**src/hw/clk_sel_params.svh**
```systemverilog
// Contract
// - Holdover exit bandwidth follows bit four.
// - Average window length from 5-bit field.
// - Average window lagged by 5-bit delay.
// - Force bit puts device in holdover.
// - Policy: manual, non-revertive, revertive, reserved.
// - Style bit picks hitless or glitchless switching; zero delay mode blocks hitless.
// - Signal-loss mask bits exclude alarms.
// - Frequency-fault mask bits exclude alarms.
// - Selection outcome can trigger holdover.
// - 3-bit rank per input, zero unselectable.
// - Ranks used only in automatic switching.
// - Lowest rank among available inputs wins.
// - Ties favour input 0,1,2,3.
// - Reference pin source: crystal or external.
// - Enable bits power input buffers.
// - Format bits select pulsed CMOS.
// - Input n uses bits n and n+4.
// - Manual selection from register or pins.
// - Active input number is readable.
`ifndef CLK_SEL_PARAMS_SVH
`define CLK_SEL_PARAMS_SVH
`define ADDR_ACTIVE_INPUT 16'h0507
`define ADDR_INPUT_SELECT 16'h052a
`define ADDR_HOLD_EXIT 16'h052c
`define ADDR_HOLD_LEN 16'h052e
`define ADDR_HOLD_LAG 16'h052f
`define ADDR_HOLD_FORCE 16'h0535
`define ADDR_SWITCH_CTRL 16'h0536
`define ADDR_ALARM_MASKS 16'h0537
`define ADDR_RANK_LOW 16'h0538
`define ADDR_RANK_HIGH 16'h0539
`define ADDR_REF_SOURCE 16'h090e
`define ADDR_IO_THRESH 16'h0943
`define ADDR_INPUT_BUF 16'h0949
`define RAMP_BYPASS_BIT 3
`define EXIT_BW_BIT 4
`define HITLESS_BIT 2
`define ACTIVE_LSB 6
`define RESET_HOLD_EXIT 8'h08
`define RESET_INPUT_BUF 8'h0f
`define RESET_RANKS 8'h21
`define RANK_MAX 3'h4
`define HIST_MAX 6'h3f
`endif

```
**src/hw/clk_sel_pkg.sv**
```systemverilog
package clk_sel_pkg;
    typedef enum logic [1:0] {POLICY_MANUAL, POLICY_NONREV, POLICY_REV,
        POLICY_RSVD} policy_type;
    typedef enum {ST_LOCKED, ST_HOLDOVER} hold_state_type;
endpackage : clk_sel_pkg

```
**src/hw/hist_window.sv**
```systemverilog
`timescale 1ns/1ps
`default_nettype none
`include "clk_sel_params.svh"
module hist_window
    import clk_sel_pkg::*;
(
    input wire logic core_clk_i,
    input wire logic rst_i,
    input wire logic sample_i,
    input wire logic [15:0] freq_i,
    input wire logic [4:0] len_i,
    input wire logic [4:0] lag_i,
    output logic [15:0] avg_o
);
    logic [15:0] hist_reg [0:63];
    logic [21:0] sum;
    always_ff @(posedge core_clk_i)
    begin
        if (sample_i)
        begin
            hist_reg[0] <= freq_i;
            for (int i = 1; i < 64; i++)
                hist_reg[i] <= hist_reg[i-1];
        end
    end
    always_comb
    begin
        sum = 22'h0;
        // Window of len+1 samples starting lag samples into the past.
        for (int i = 0; i < 64; i++)
            if (i >= lag_i && i <= int'(lag_i) + int'(len_i))
                sum = sum + 22'(hist_reg[i]);
    end
    always_ff @(posedge core_clk_i or posedge rst_i)
    begin
        if (rst_i)
            avg_o <= 16'h0;
        else
            avg_o <= 16'(sum / (22'(len_i) + 22'h1));
    end
endmodule : hist_window
`default_nettype wire

```
**src/hw/input_clock_select_holdover_ctrl.sv**
```systemverilog
`timescale 1ns/1ps
`default_nettype none
`include "clk_sel_params.svh"
module input_clock_select_holdover_ctrl
    import clk_sel_pkg::*;
(
    input wire logic core_clk_i,
    input wire logic rst_i,
    input wire logic reg_wr_i,
    input wire logic reg_rd_i,
    input wire logic [15:0] reg_addr_i,
    input wire logic [7:0] reg_wdata_i,
    output logic [7:0] reg_rdata_o,
    input wire logic [3:0] signal_loss_alarm_i,
    input wire logic [3:0] freq_out_of_range_alarm_i,
    input wire logic [1:0] select_pins_i,
    input wire logic zero_delay_enable_i,
    input wire logic freq_sample_i,
    input wire logic [15:0] freq_measure_i,
    output logic [1:0] active_input_indicator_o,
    output logic holdover_o,
    output logic use_fastlock_bw_o,
    output logic phase_buildout_switch_en_o,
    output logic [3:0] input_buffer_en_o,
    output logic [3:0] input_pulsed_cmos_o,
    output logic ref_pin_external_source_sel_o,
    output logic holdover_ramp_bypass_o,
    output logic io_threshold_sel_o,
    output logic [15:0] holdover_freq_o
);
    logic [7:0] holdover_exit_control_reg;
    logic [4:0] holdover_average_length_reg;
    logic [4:0] holdover_average_lag_reg;
    logic holdover_force_control_reg;
    logic [2:0] input_switch_control_reg;
    logic [7:0] input_alarm_masks_reg;
    logic [7:0] input_rank_low_pair_reg;
    logic [7:0] input_rank_high_pair_reg;
    logic reference_pin_source_reg;
    logic io_threshold_select_reg;
    logic [7:0] input_buffer_config_reg;
    logic [2:0] input_select_reg;
    logic [1:0] active_reg;
    logic [1:0] active_next;
    hold_state_type hold_state_reg;
    logic hold_next;
    logic [3:0] healthy;
    logic [3:0] cand;
    logic [11:0] ranks;
    logic found;
    logic [1:0] pick;
    logic [2:0] cur_rank;
    logic [2:0] pick_rank;
    logic [15:0] avg;
    policy_type policy;

    function automatic logic [2:0] rank_of(input logic [11:0] r,
        input logic [1:0] n);
        rank_of = r[n*3 +: 3];
    endfunction : rank_of

    always_ff @(posedge core_clk_i or posedge rst_i)
    begin
        if (rst_i)
        begin
            holdover_exit_control_reg <= `RESET_HOLD_EXIT;
            holdover_average_length_reg <= 5'h0;
            holdover_average_lag_reg <= 5'h0;
            holdover_force_control_reg <= 1'b0;
            input_switch_control_reg <= 3'h0;
            input_alarm_masks_reg <= 8'h0;
            input_rank_low_pair_reg <= `RESET_RANKS;
            input_rank_high_pair_reg <= 8'h0;
            reference_pin_source_reg <= 1'b0;
            io_threshold_select_reg <= 1'b0;
            input_buffer_config_reg <= `RESET_INPUT_BUF;
            input_select_reg <= 3'h0;
        end
        else if (reg_wr_i)
        begin
            case (reg_addr_i)
                `ADDR_HOLD_EXIT: holdover_exit_control_reg <= reg_wdata_i;
                `ADDR_HOLD_LEN: holdover_average_length_reg <= reg_wdata_i[4:0];
                `ADDR_HOLD_LAG: holdover_average_lag_reg <= reg_wdata_i[4:0];
                `ADDR_HOLD_FORCE: holdover_force_control_reg <= reg_wdata_i[0];
                `ADDR_SWITCH_CTRL: input_switch_control_reg <= reg_wdata_i[2:0];
                `ADDR_ALARM_MASKS: input_alarm_masks_reg <= reg_wdata_i;
                `ADDR_RANK_LOW: input_rank_low_pair_reg <= reg_wdata_i;
                `ADDR_RANK_HIGH: input_rank_high_pair_reg <= reg_wdata_i;
                `ADDR_REF_SOURCE: reference_pin_source_reg <= reg_wdata_i[0];
                `ADDR_IO_THRESH: io_threshold_select_reg <= reg_wdata_i[0];
                `ADDR_INPUT_BUF: input_buffer_config_reg <= reg_wdata_i;
                `ADDR_INPUT_SELECT: input_select_reg <= reg_wdata_i[2:0];
                default: ;
            endcase
        end
    end

    always_ff @(posedge core_clk_i or posedge rst_i)
    begin
        if (rst_i)
            reg_rdata_o <= 8'h0;
        else if (reg_rd_i)
        begin
            case (reg_addr_i)
                `ADDR_ACTIVE_INPUT: reg_rdata_o <= {active_reg, 6'h0};
                `ADDR_INPUT_SELECT: reg_rdata_o <= {5'h0, input_select_reg};
                `ADDR_HOLD_EXIT: reg_rdata_o <= holdover_exit_control_reg;
                `ADDR_HOLD_LEN: reg_rdata_o <= {3'h0, holdover_average_length_reg};
                `ADDR_HOLD_LAG: reg_rdata_o <= {3'h0, holdover_average_lag_reg};
                `ADDR_HOLD_FORCE: reg_rdata_o <= {7'h0, holdover_force_control_reg};
                `ADDR_SWITCH_CTRL: reg_rdata_o <= {5'h0, input_switch_control_reg};
                `ADDR_ALARM_MASKS: reg_rdata_o <= input_alarm_masks_reg;
                `ADDR_RANK_LOW: reg_rdata_o <= input_rank_low_pair_reg;
                `ADDR_RANK_HIGH: reg_rdata_o <= input_rank_high_pair_reg;
                `ADDR_REF_SOURCE: reg_rdata_o <= {7'h0, reference_pin_source_reg};
                `ADDR_IO_THRESH: reg_rdata_o <= {7'h0, io_threshold_select_reg};
                `ADDR_INPUT_BUF: reg_rdata_o <= input_buffer_config_reg;
                default: reg_rdata_o <= 8'h0;
            endcase
        end
    end

    assign policy = policy_type'(input_switch_control_reg[1:0]);
    assign ranks = {input_rank_high_pair_reg[6:4], input_rank_high_pair_reg[2:0],
        input_rank_low_pair_reg[6:4], input_rank_low_pair_reg[2:0]};

    genvar g;
    generate
        for (g = 0; g < 4; g++)
        begin : gen_health
            // A masked alarm no longer disqualifies its input.
            assign healthy[g] = input_buffer_config_reg[g]
                && !(signal_loss_alarm_i[g] && !input_alarm_masks_reg[g])
                && !(freq_out_of_range_alarm_i[g]
                    && !input_alarm_masks_reg[g+4]);
            assign cand[g] = healthy[g] && ranks[g*3 +: 3] != 3'h0
                && ranks[g*3 +: 3] <= `RANK_MAX;
        end
    endgenerate

    rank_pick u_rank_pick (
        .valid_i(cand),
        .rank_i(ranks),
        .found_o(found),
        .pick_o(pick)
    );

    assign cur_rank = rank_of(ranks, active_reg);
    assign pick_rank = rank_of(ranks, pick);

    always_comb
    begin
        active_next = active_reg;
        hold_next = 1'b0;
        case (policy)
            POLICY_MANUAL:
            begin
                // Ranks are ignored here; the choice is register or pins.
                active_next = input_select_reg[0] ? input_select_reg[2:1]
                    : select_pins_i;
                hold_next = !healthy[active_next];
            end
            POLICY_NONREV:
            begin
                if (!cand[active_reg] && found)
                    active_next = pick;
                hold_next = !found;
            end
            POLICY_REV:
            begin
                if (found && (!cand[active_reg] || pick_rank < cur_rank))
                    active_next = pick;
                hold_next = !found;
            end
            default: hold_next = 1'b0;
        endcase
        if (holdover_force_control_reg)
            hold_next = 1'b1;
    end

    always_ff @(posedge core_clk_i or posedge rst_i)
    begin
        if (rst_i)
        begin
            active_reg <= 2'h0;
            hold_state_reg <= ST_LOCKED;
            use_fastlock_bw_o <= 1'b0;
        end
        else
        begin
            active_reg <= active_next;
            case (hold_state_reg)
                ST_LOCKED:
                begin
                    if (hold_next)
                        hold_state_reg <= ST_HOLDOVER;
                end
                ST_HOLDOVER:
                begin
                    if (!hold_next)
                    begin
                        hold_state_reg <= ST_LOCKED;
                        use_fastlock_bw_o <=
                            !holdover_exit_control_reg[`EXIT_BW_BIT];
                    end
                end
                default: hold_state_reg <= ST_LOCKED;
            endcase
        end
    end

    hist_window u_hist_window (
        .core_clk_i(core_clk_i),
        .rst_i(rst_i),
        .sample_i(freq_sample_i && hold_state_reg == ST_LOCKED),
        .freq_i(freq_measure_i),
        .len_i(holdover_average_length_reg),
        .lag_i(holdover_average_lag_reg),
        .avg_o(avg)
    );

    always_ff @(posedge core_clk_i or posedge rst_i)
    begin
        if (rst_i)
        begin
            active_input_indicator_o <= 2'h0;
            holdover_o <= 1'b0;
            phase_buildout_switch_en_o <= 1'b0;
            input_buffer_en_o <= 4'h0;
            input_pulsed_cmos_o <= 4'h0;
            ref_pin_external_source_sel_o <= 1'b0;
            holdover_ramp_bypass_o <= 1'b0;
            io_threshold_sel_o <= 1'b0;
            holdover_freq_o <= 16'h0;
        end
        else
        begin
            active_input_indicator_o <= active_reg;
            holdover_o <= hold_state_reg == ST_HOLDOVER;
            // Zero delay mode cannot carry hitless switching.
            phase_buildout_switch_en_o <=
                input_switch_control_reg[`HITLESS_BIT]
                && !zero_delay_enable_i;
            input_buffer_en_o <= input_buffer_config_reg[3:0];
            input_pulsed_cmos_o <= input_buffer_config_reg[7:4];
            ref_pin_external_source_sel_o <= reference_pin_source_reg;
            holdover_ramp_bypass_o <=
                holdover_exit_control_reg[`RAMP_BYPASS_BIT];
            io_threshold_sel_o <= io_threshold_select_reg;
            if (hold_state_reg == ST_LOCKED)
                holdover_freq_o <= avg;
        end
    end

    force_hold_a: assert property (
        @(posedge core_clk_i) disable iff (rst_i)
        holdover_force_control_reg |=> ##1 holdover_o)
        else $error("forced holdover not reached");
    no_input_a: assert property (
        @(posedge core_clk_i) disable iff (rst_i)
        (policy != POLICY_MANUAL && policy != POLICY_RSVD && !found)
        |=> hold_state_reg == ST_HOLDOVER)
        else $error("no valid input without holdover");
    manual_hold_a: assert property (
        @(posedge core_clk_i) disable iff (rst_i)
        (policy == POLICY_MANUAL && !healthy[active_next])
        |=> hold_state_reg == ST_HOLDOVER)
        else $error("unhealthy manual input without holdover");
    exit_bw_a: assert property (
        @(posedge core_clk_i) disable iff (rst_i)
        (hold_state_reg == ST_HOLDOVER && !hold_next)
        |=> use_fastlock_bw_o == !$past(holdover_exit_control_reg[4]))
        else $error("wrong exit bandwidth");
    active_rd_a: assert property (
        @(posedge core_clk_i) disable iff (rst_i)
        (reg_rd_i && reg_addr_i == `ADDR_ACTIVE_INPUT)
        |=> reg_rdata_o[7:6] == $past(active_reg))
        else $error("active input readback wrong");
    manual_reg_a: assert property (
        @(posedge core_clk_i) disable iff (rst_i)
        (policy == POLICY_MANUAL && input_select_reg[0])
        |=> active_reg == $past(input_select_reg[2:1]))
        else $error("manual register selection ignored");
    manual_pins_a: assert property (
        @(posedge core_clk_i) disable iff (rst_i)
        (policy == POLICY_MANUAL && !input_select_reg[0])
        |=> active_reg == $past(select_pins_i))
        else $error("manual pin selection ignored");
    revert_a: assert property (
        @(posedge core_clk_i) disable iff (rst_i)
        (policy == POLICY_REV && found
            && (!cand[active_reg] || pick_rank < cur_rank))
        |=> active_reg == $past(pick))
        else $error("revertive choice not taken");
    stay_put_a: assert property (
        @(posedge core_clk_i) disable iff (rst_i)
        (policy == POLICY_NONREV && cand[active_reg])
        |=> active_reg == $past(active_reg))
        else $error("non-revertive switch away from valid input");
    reserved_keep_a: assert property (
        @(posedge core_clk_i) disable iff (rst_i)
        (policy == POLICY_RSVD) |=> active_reg == $past(active_reg))
        else $error("reserved policy moved the selection");
    buf_en_a: assert property (
        @(posedge core_clk_i) disable iff (rst_i)
        !$past(rst_i)
        |-> input_buffer_en_o == $past(input_buffer_config_reg[3:0]))
        else $error("buffer enables not mirrored");
    ref_src_a: assert property (
        @(posedge core_clk_i) disable iff (rst_i)
        !$past(rst_i)
        |-> ref_pin_external_source_sel_o == $past(reference_pin_source_reg))
        else $error("reference source not mirrored");
    hitless_a: assert property (
        @(posedge core_clk_i) disable iff (rst_i)
        phase_buildout_switch_en_o |-> $past(input_switch_control_reg[2]))
        else $error("phase buildout without hitless bit");
endmodule : input_clock_select_holdover_ctrl
`default_nettype wire

```
**src/hw/rank_pick.sv**
```systemverilog
`timescale 1ns/1ps
`default_nettype none
`include "clk_sel_params.svh"
module rank_pick
    import clk_sel_pkg::*;
(
    input wire logic [3:0] valid_i,
    input wire logic [11:0] rank_i,
    output logic found_o,
    output logic [1:0] pick_o
);
    logic [2:0] best;
    always_comb
    begin
        found_o = 1'b0;
        pick_o = 2'h0;
        best = 3'h7;
        for (int i = 0; i < 4; i++)
        begin
            // Strict compare keeps the lower-numbered input on a tie.
            if (valid_i[i] && rank_i[i*3 +: 3] < best)
            begin
                best = rank_i[i*3 +: 3];
                pick_o = 2'(i);
                found_o = 1'b1;
            end
        end
    end
endmodule : rank_pick
`default_nettype wire

```
**config.mk**
```make
export PLATFORM = sky130hd
export DESIGN_NAME = input_clock_select_holdover_ctrl
export DESIGN_NICKNAME = d
export VERILOG_FILES = /design/src/hw/clk_sel_pkg.sv /design/src/hw/hist_window.sv /design/src/hw/input_clock_select_holdover_ctrl.sv /design/src/hw/rank_pick.sv
export VERILOG_INCLUDE_DIRS = /design/src /design/src/hw
export SDC_FILE = /design/constraint.sdc
export NUM_CORES = 2
export LEC_CHECK = 0
export CAP_MARGIN = 20
export CORE_MARGIN = 10
export CORE_UTILIZATION = 43
export DETAILED_ROUTE_END_ITERATION = 10
export DONT_BUFFER_PORTS = 1
export HOLD_SLACK_MARGIN = 0.05
export PLACE_DENSITY = 0.68
export SLEW_MARGIN = 20
export SYNTH_ARGS = -nofsm -noshare
export SYNTH_HDL_FRONTEND = slang
export SYNTH_SLANG_ARGS = --single-unit
export TNS_END_PERCENT = 20
```
**constraint.sdc**
```tcl
create_clock -name core_clk_i -period 359.5 [get_ports core_clk_i]
set_input_delay 53.925 -clock core_clk_i [delete_from_list [all_inputs] [get_ports core_clk_i]]
set_output_delay 53.925 -clock core_clk_i [all_outputs]
set_load 0.1 [all_outputs]
```
==> key figures <==
Status
  • Outcome: complete, no violations

Clocking
  • CTS H-tree lvls: 4
  • Clk buf depth: 4
  • Worst skew pair latency: just over 0.8 ns
  • Post-cts resize count: 0
  • Clock sinks: about 1.1k
  • Post-CTS Setup Repair Bufs: 0
  • Clk slew on worst S/H paths: roughly 0.06 ns
  • CTS root buf: clkbuf_16
  • Num CTS Buffers: roughly 150
  • TritonCTS clock tree: done
  • Hold bufs inserted after CTS: 0

Layout
  • Max reg flops: slightly above 1k
  • Area delta synth->final: 8.31%
  • Most common cell after layout, fill and taps aside: nand2_1
  • Nets: about 14k
  • Non-Filler Instances: 16.5k
  • Layout cells sized above 1: around 7.3%
  • Fin area: 0.123 sq mm
  • Most frequent cells in the layout: nand2_1, ha_1, nor2_1

Worst setup path
  • Crit-path slowest cell: dfrtp_1
  • FF-to-FF setup slack: 225.54 ns
  • Critical path launch point type: flip-flop
  • CP dominant cell by count: ha_1
  • Crit Path Category: flip-flop to flip-flop
  • Largest stage delay, worst path: about 0.93 ns
  • Crit path max fanout: 30
  • Critical Path AT: about 130 ns
  • Crit end category: flip-flop
  • Required @ worst endpoint: around 360 ns

Global route
  • Initial antenna violation count: 11
  • GRT Total Usage: between 20% and 30%
  • Largest net degree at the start of global routing: between 150 and 200
  • Vias in the first global route: a little over 90k
  • Grt ovf: 0
  • First-pass GRT wire length: around 510 mm

Drt
  • DR DRC count: 0
  • Vias per cell: ~5.9
  • Final ANT Viol Nets: 0
  • Drt pass-1 iters: 8
  • WL final: 326 mm
  • DR WL/cell: just under 20 microns
  • Vias after detailed routing: about 97k
  • DRT iter0 DRCs: about 8.2k

Floorplanning
  • Initial Util: a little over two fifths
  • Core area: approximately 0.26 sq mm
  • Top-Level Pins: 96
  • Die ar.: ~0.28 sq mm
  • Die width: roughly 530 microns
  • Die Y: ~530 microns
  • Cell Rows: approximately 190

Timing
  • RSZ-0062 raised after global routing: false
  • Setup TNS: 0 ns
  • Fin crit period: ~130 ns
  • Final hold violation count: 0
  • Slew HR: between 10% and 20%
  • Final cycle utilization of the critical path: between 30% and 40%
  • # setup viols final: 0
  • Tightest Pin Transition: 1.23 ns
  • Clock skew: between 0.03 and 0.04 ns
  • Max Clk Rate: 0.00747 GHz
  • Max-slew violation count: 0
  • Setup ws final: 225.54 ns

Synth
  • Avg Cell Area, Syn: ~8.8 sq um
  • Asr flop ratio synth: 10.3%
  • Number of synthesized flops with an enable pin: 1024
  • Synth Flop Type: edfxtp_1
  • Post-synthesis sequential area ratio: just under 30%
  • Synthesis-stage register bit count: 1142
  • Syn. warnings: 0
  • Synthesized area: between 0.1 and 0.15 sq mm
  • Yosys cell types: 147
  • Synthesized instance count: ~13k

Place
  • Dpl cells: 16.2k
  • Placed inst area: between 0.1 and 0.15 sq mm
  • IO Port Bufs: 0
  • GPL Wtd Cong: about 0.92
  • Hpwl dp: 254 mm
  • Dpl ws: about 230 ns

Hold path
  • Hold Path Class: flip-flop to flip-flop

Job
  • Max-Cap Viols: 0
## critical path, delay by kind of cell (launching register included)
family	cells	cell delay (ns)
compound gates	231	51.37
xor+xnor	31	5.59
fa+ha+maj	105	38.06
buf+inv	44	4.34
flops	1	0.93
mux	8	2.45
simple gates	192	30.83
## stage by stage
stage                     util (%)  hold slack [ns]
after floorplan                  -            0.352
after global placement        45.1            0.412
after detailed placement      45.1            0.404
after CTS                     46.8            0.417
after global routing          46.8            0.431
final                         46.8            0.413
## Yosys cell counts (61+ instances only)
library cell | n | area, sq um
o21bai_1 | 141 | 1060
nand3_1 | 194 | 971
xnor2_1 | 682 | 5970
a211oi_1 | 123 | 923
xor2_1 | 366 | 3210
ha_1 | 1241 | 15500
inv_1 | 611 | 2290
and3_1 | 61 | 382
a21oi_1 | 1003 | 5020
o21ai_0 | 780 | 3900
clkbuf_1 | 254 | 953
o31ai_1 | 83 | 623
a31oi_1 | 164 | 1030
nand2b_1 | 234 | 1460
or2_2 | 92 | 576
a21o_1 | 460 | 3450
nor2b_1 | 230 | 1440
a21boi_0 | 64 | 480
edfxtp_1 | 1024 | 30700
mux2i_1 | 83 | 831
nor2_1 | 1234 | 4630
and2_1 | 127 | 795
dfrtp_1 | 111 | 2780
mux2_2 | 222 | 2500
o21a_1 | 308 | 2310
nor3_1 | 287 | 1440
or3_1 | 93 | 582
nand2_1 | 1309 | 4910
o211ai_1 | 87 | 653
fa_1 | 64 | 1280
## routing by layer
metal	track usage (%)	part of all wire [%]
met2	36.3	46
met3	2.60	5.9
met5	0.350	0.054
met1	29.5	45
met4	6.20	2.9
## layout make-up
cell class	count	area (sq um)
tap	3515	4400
multi-input combinational	10792	76500
fill	25094	140000
timing repair buffer	173	1310
sequential	1142	33700
antenna	4	10.0
clock inverter	73	658
inverter	615	2320
clock buffer	181	3890
## final timing paths
check,end,cells past startpoint,start
max in group asynchronous,input_buffer_en_o[3]$_DFF_PP0_,2,rst_i
min in group asynchronous,phase_buildout_switch_en_o$_DFF_PP0_,1,rst_i
worst max register to register,u_hist_window.avg_o[0]$_DFF_PP0_,611,holdover_average_lag_reg[4]$_DFFE_PP0P_
worst min-delay path,input_pulsed_cmos_o[3]$_DFF_PP0_,0,input_buffer_config_reg[7]$_DFFE_PP0P_
worst max-delay path,u_hist_window.avg_o[0]$_DFF_PP0_,611,holdover_average_lag_reg[4]$_DFFE_PP0P_
worst min register to register,input_pulsed_cmos_o[3]$_DFF_PP0_,0,input_buffer_config_reg[7]$_DFFE_PP0P_
## kinds of logic after synthesis
kind of cell	count (synthesis)	synth area share [%]
buf+inv	923	3.09
fa+ha+maj	1320	15.0
other cells	1	0.00331
simple gates	4113	16.9
flops	1142	29.7
xor+xnor	1123	9.52
mux	318	3.11
compound gates	3903	22.7
Power is left out: the tool's default activity adds up to more than one toggle a clock period on the data nets, which glitch-free logic cannot reach.
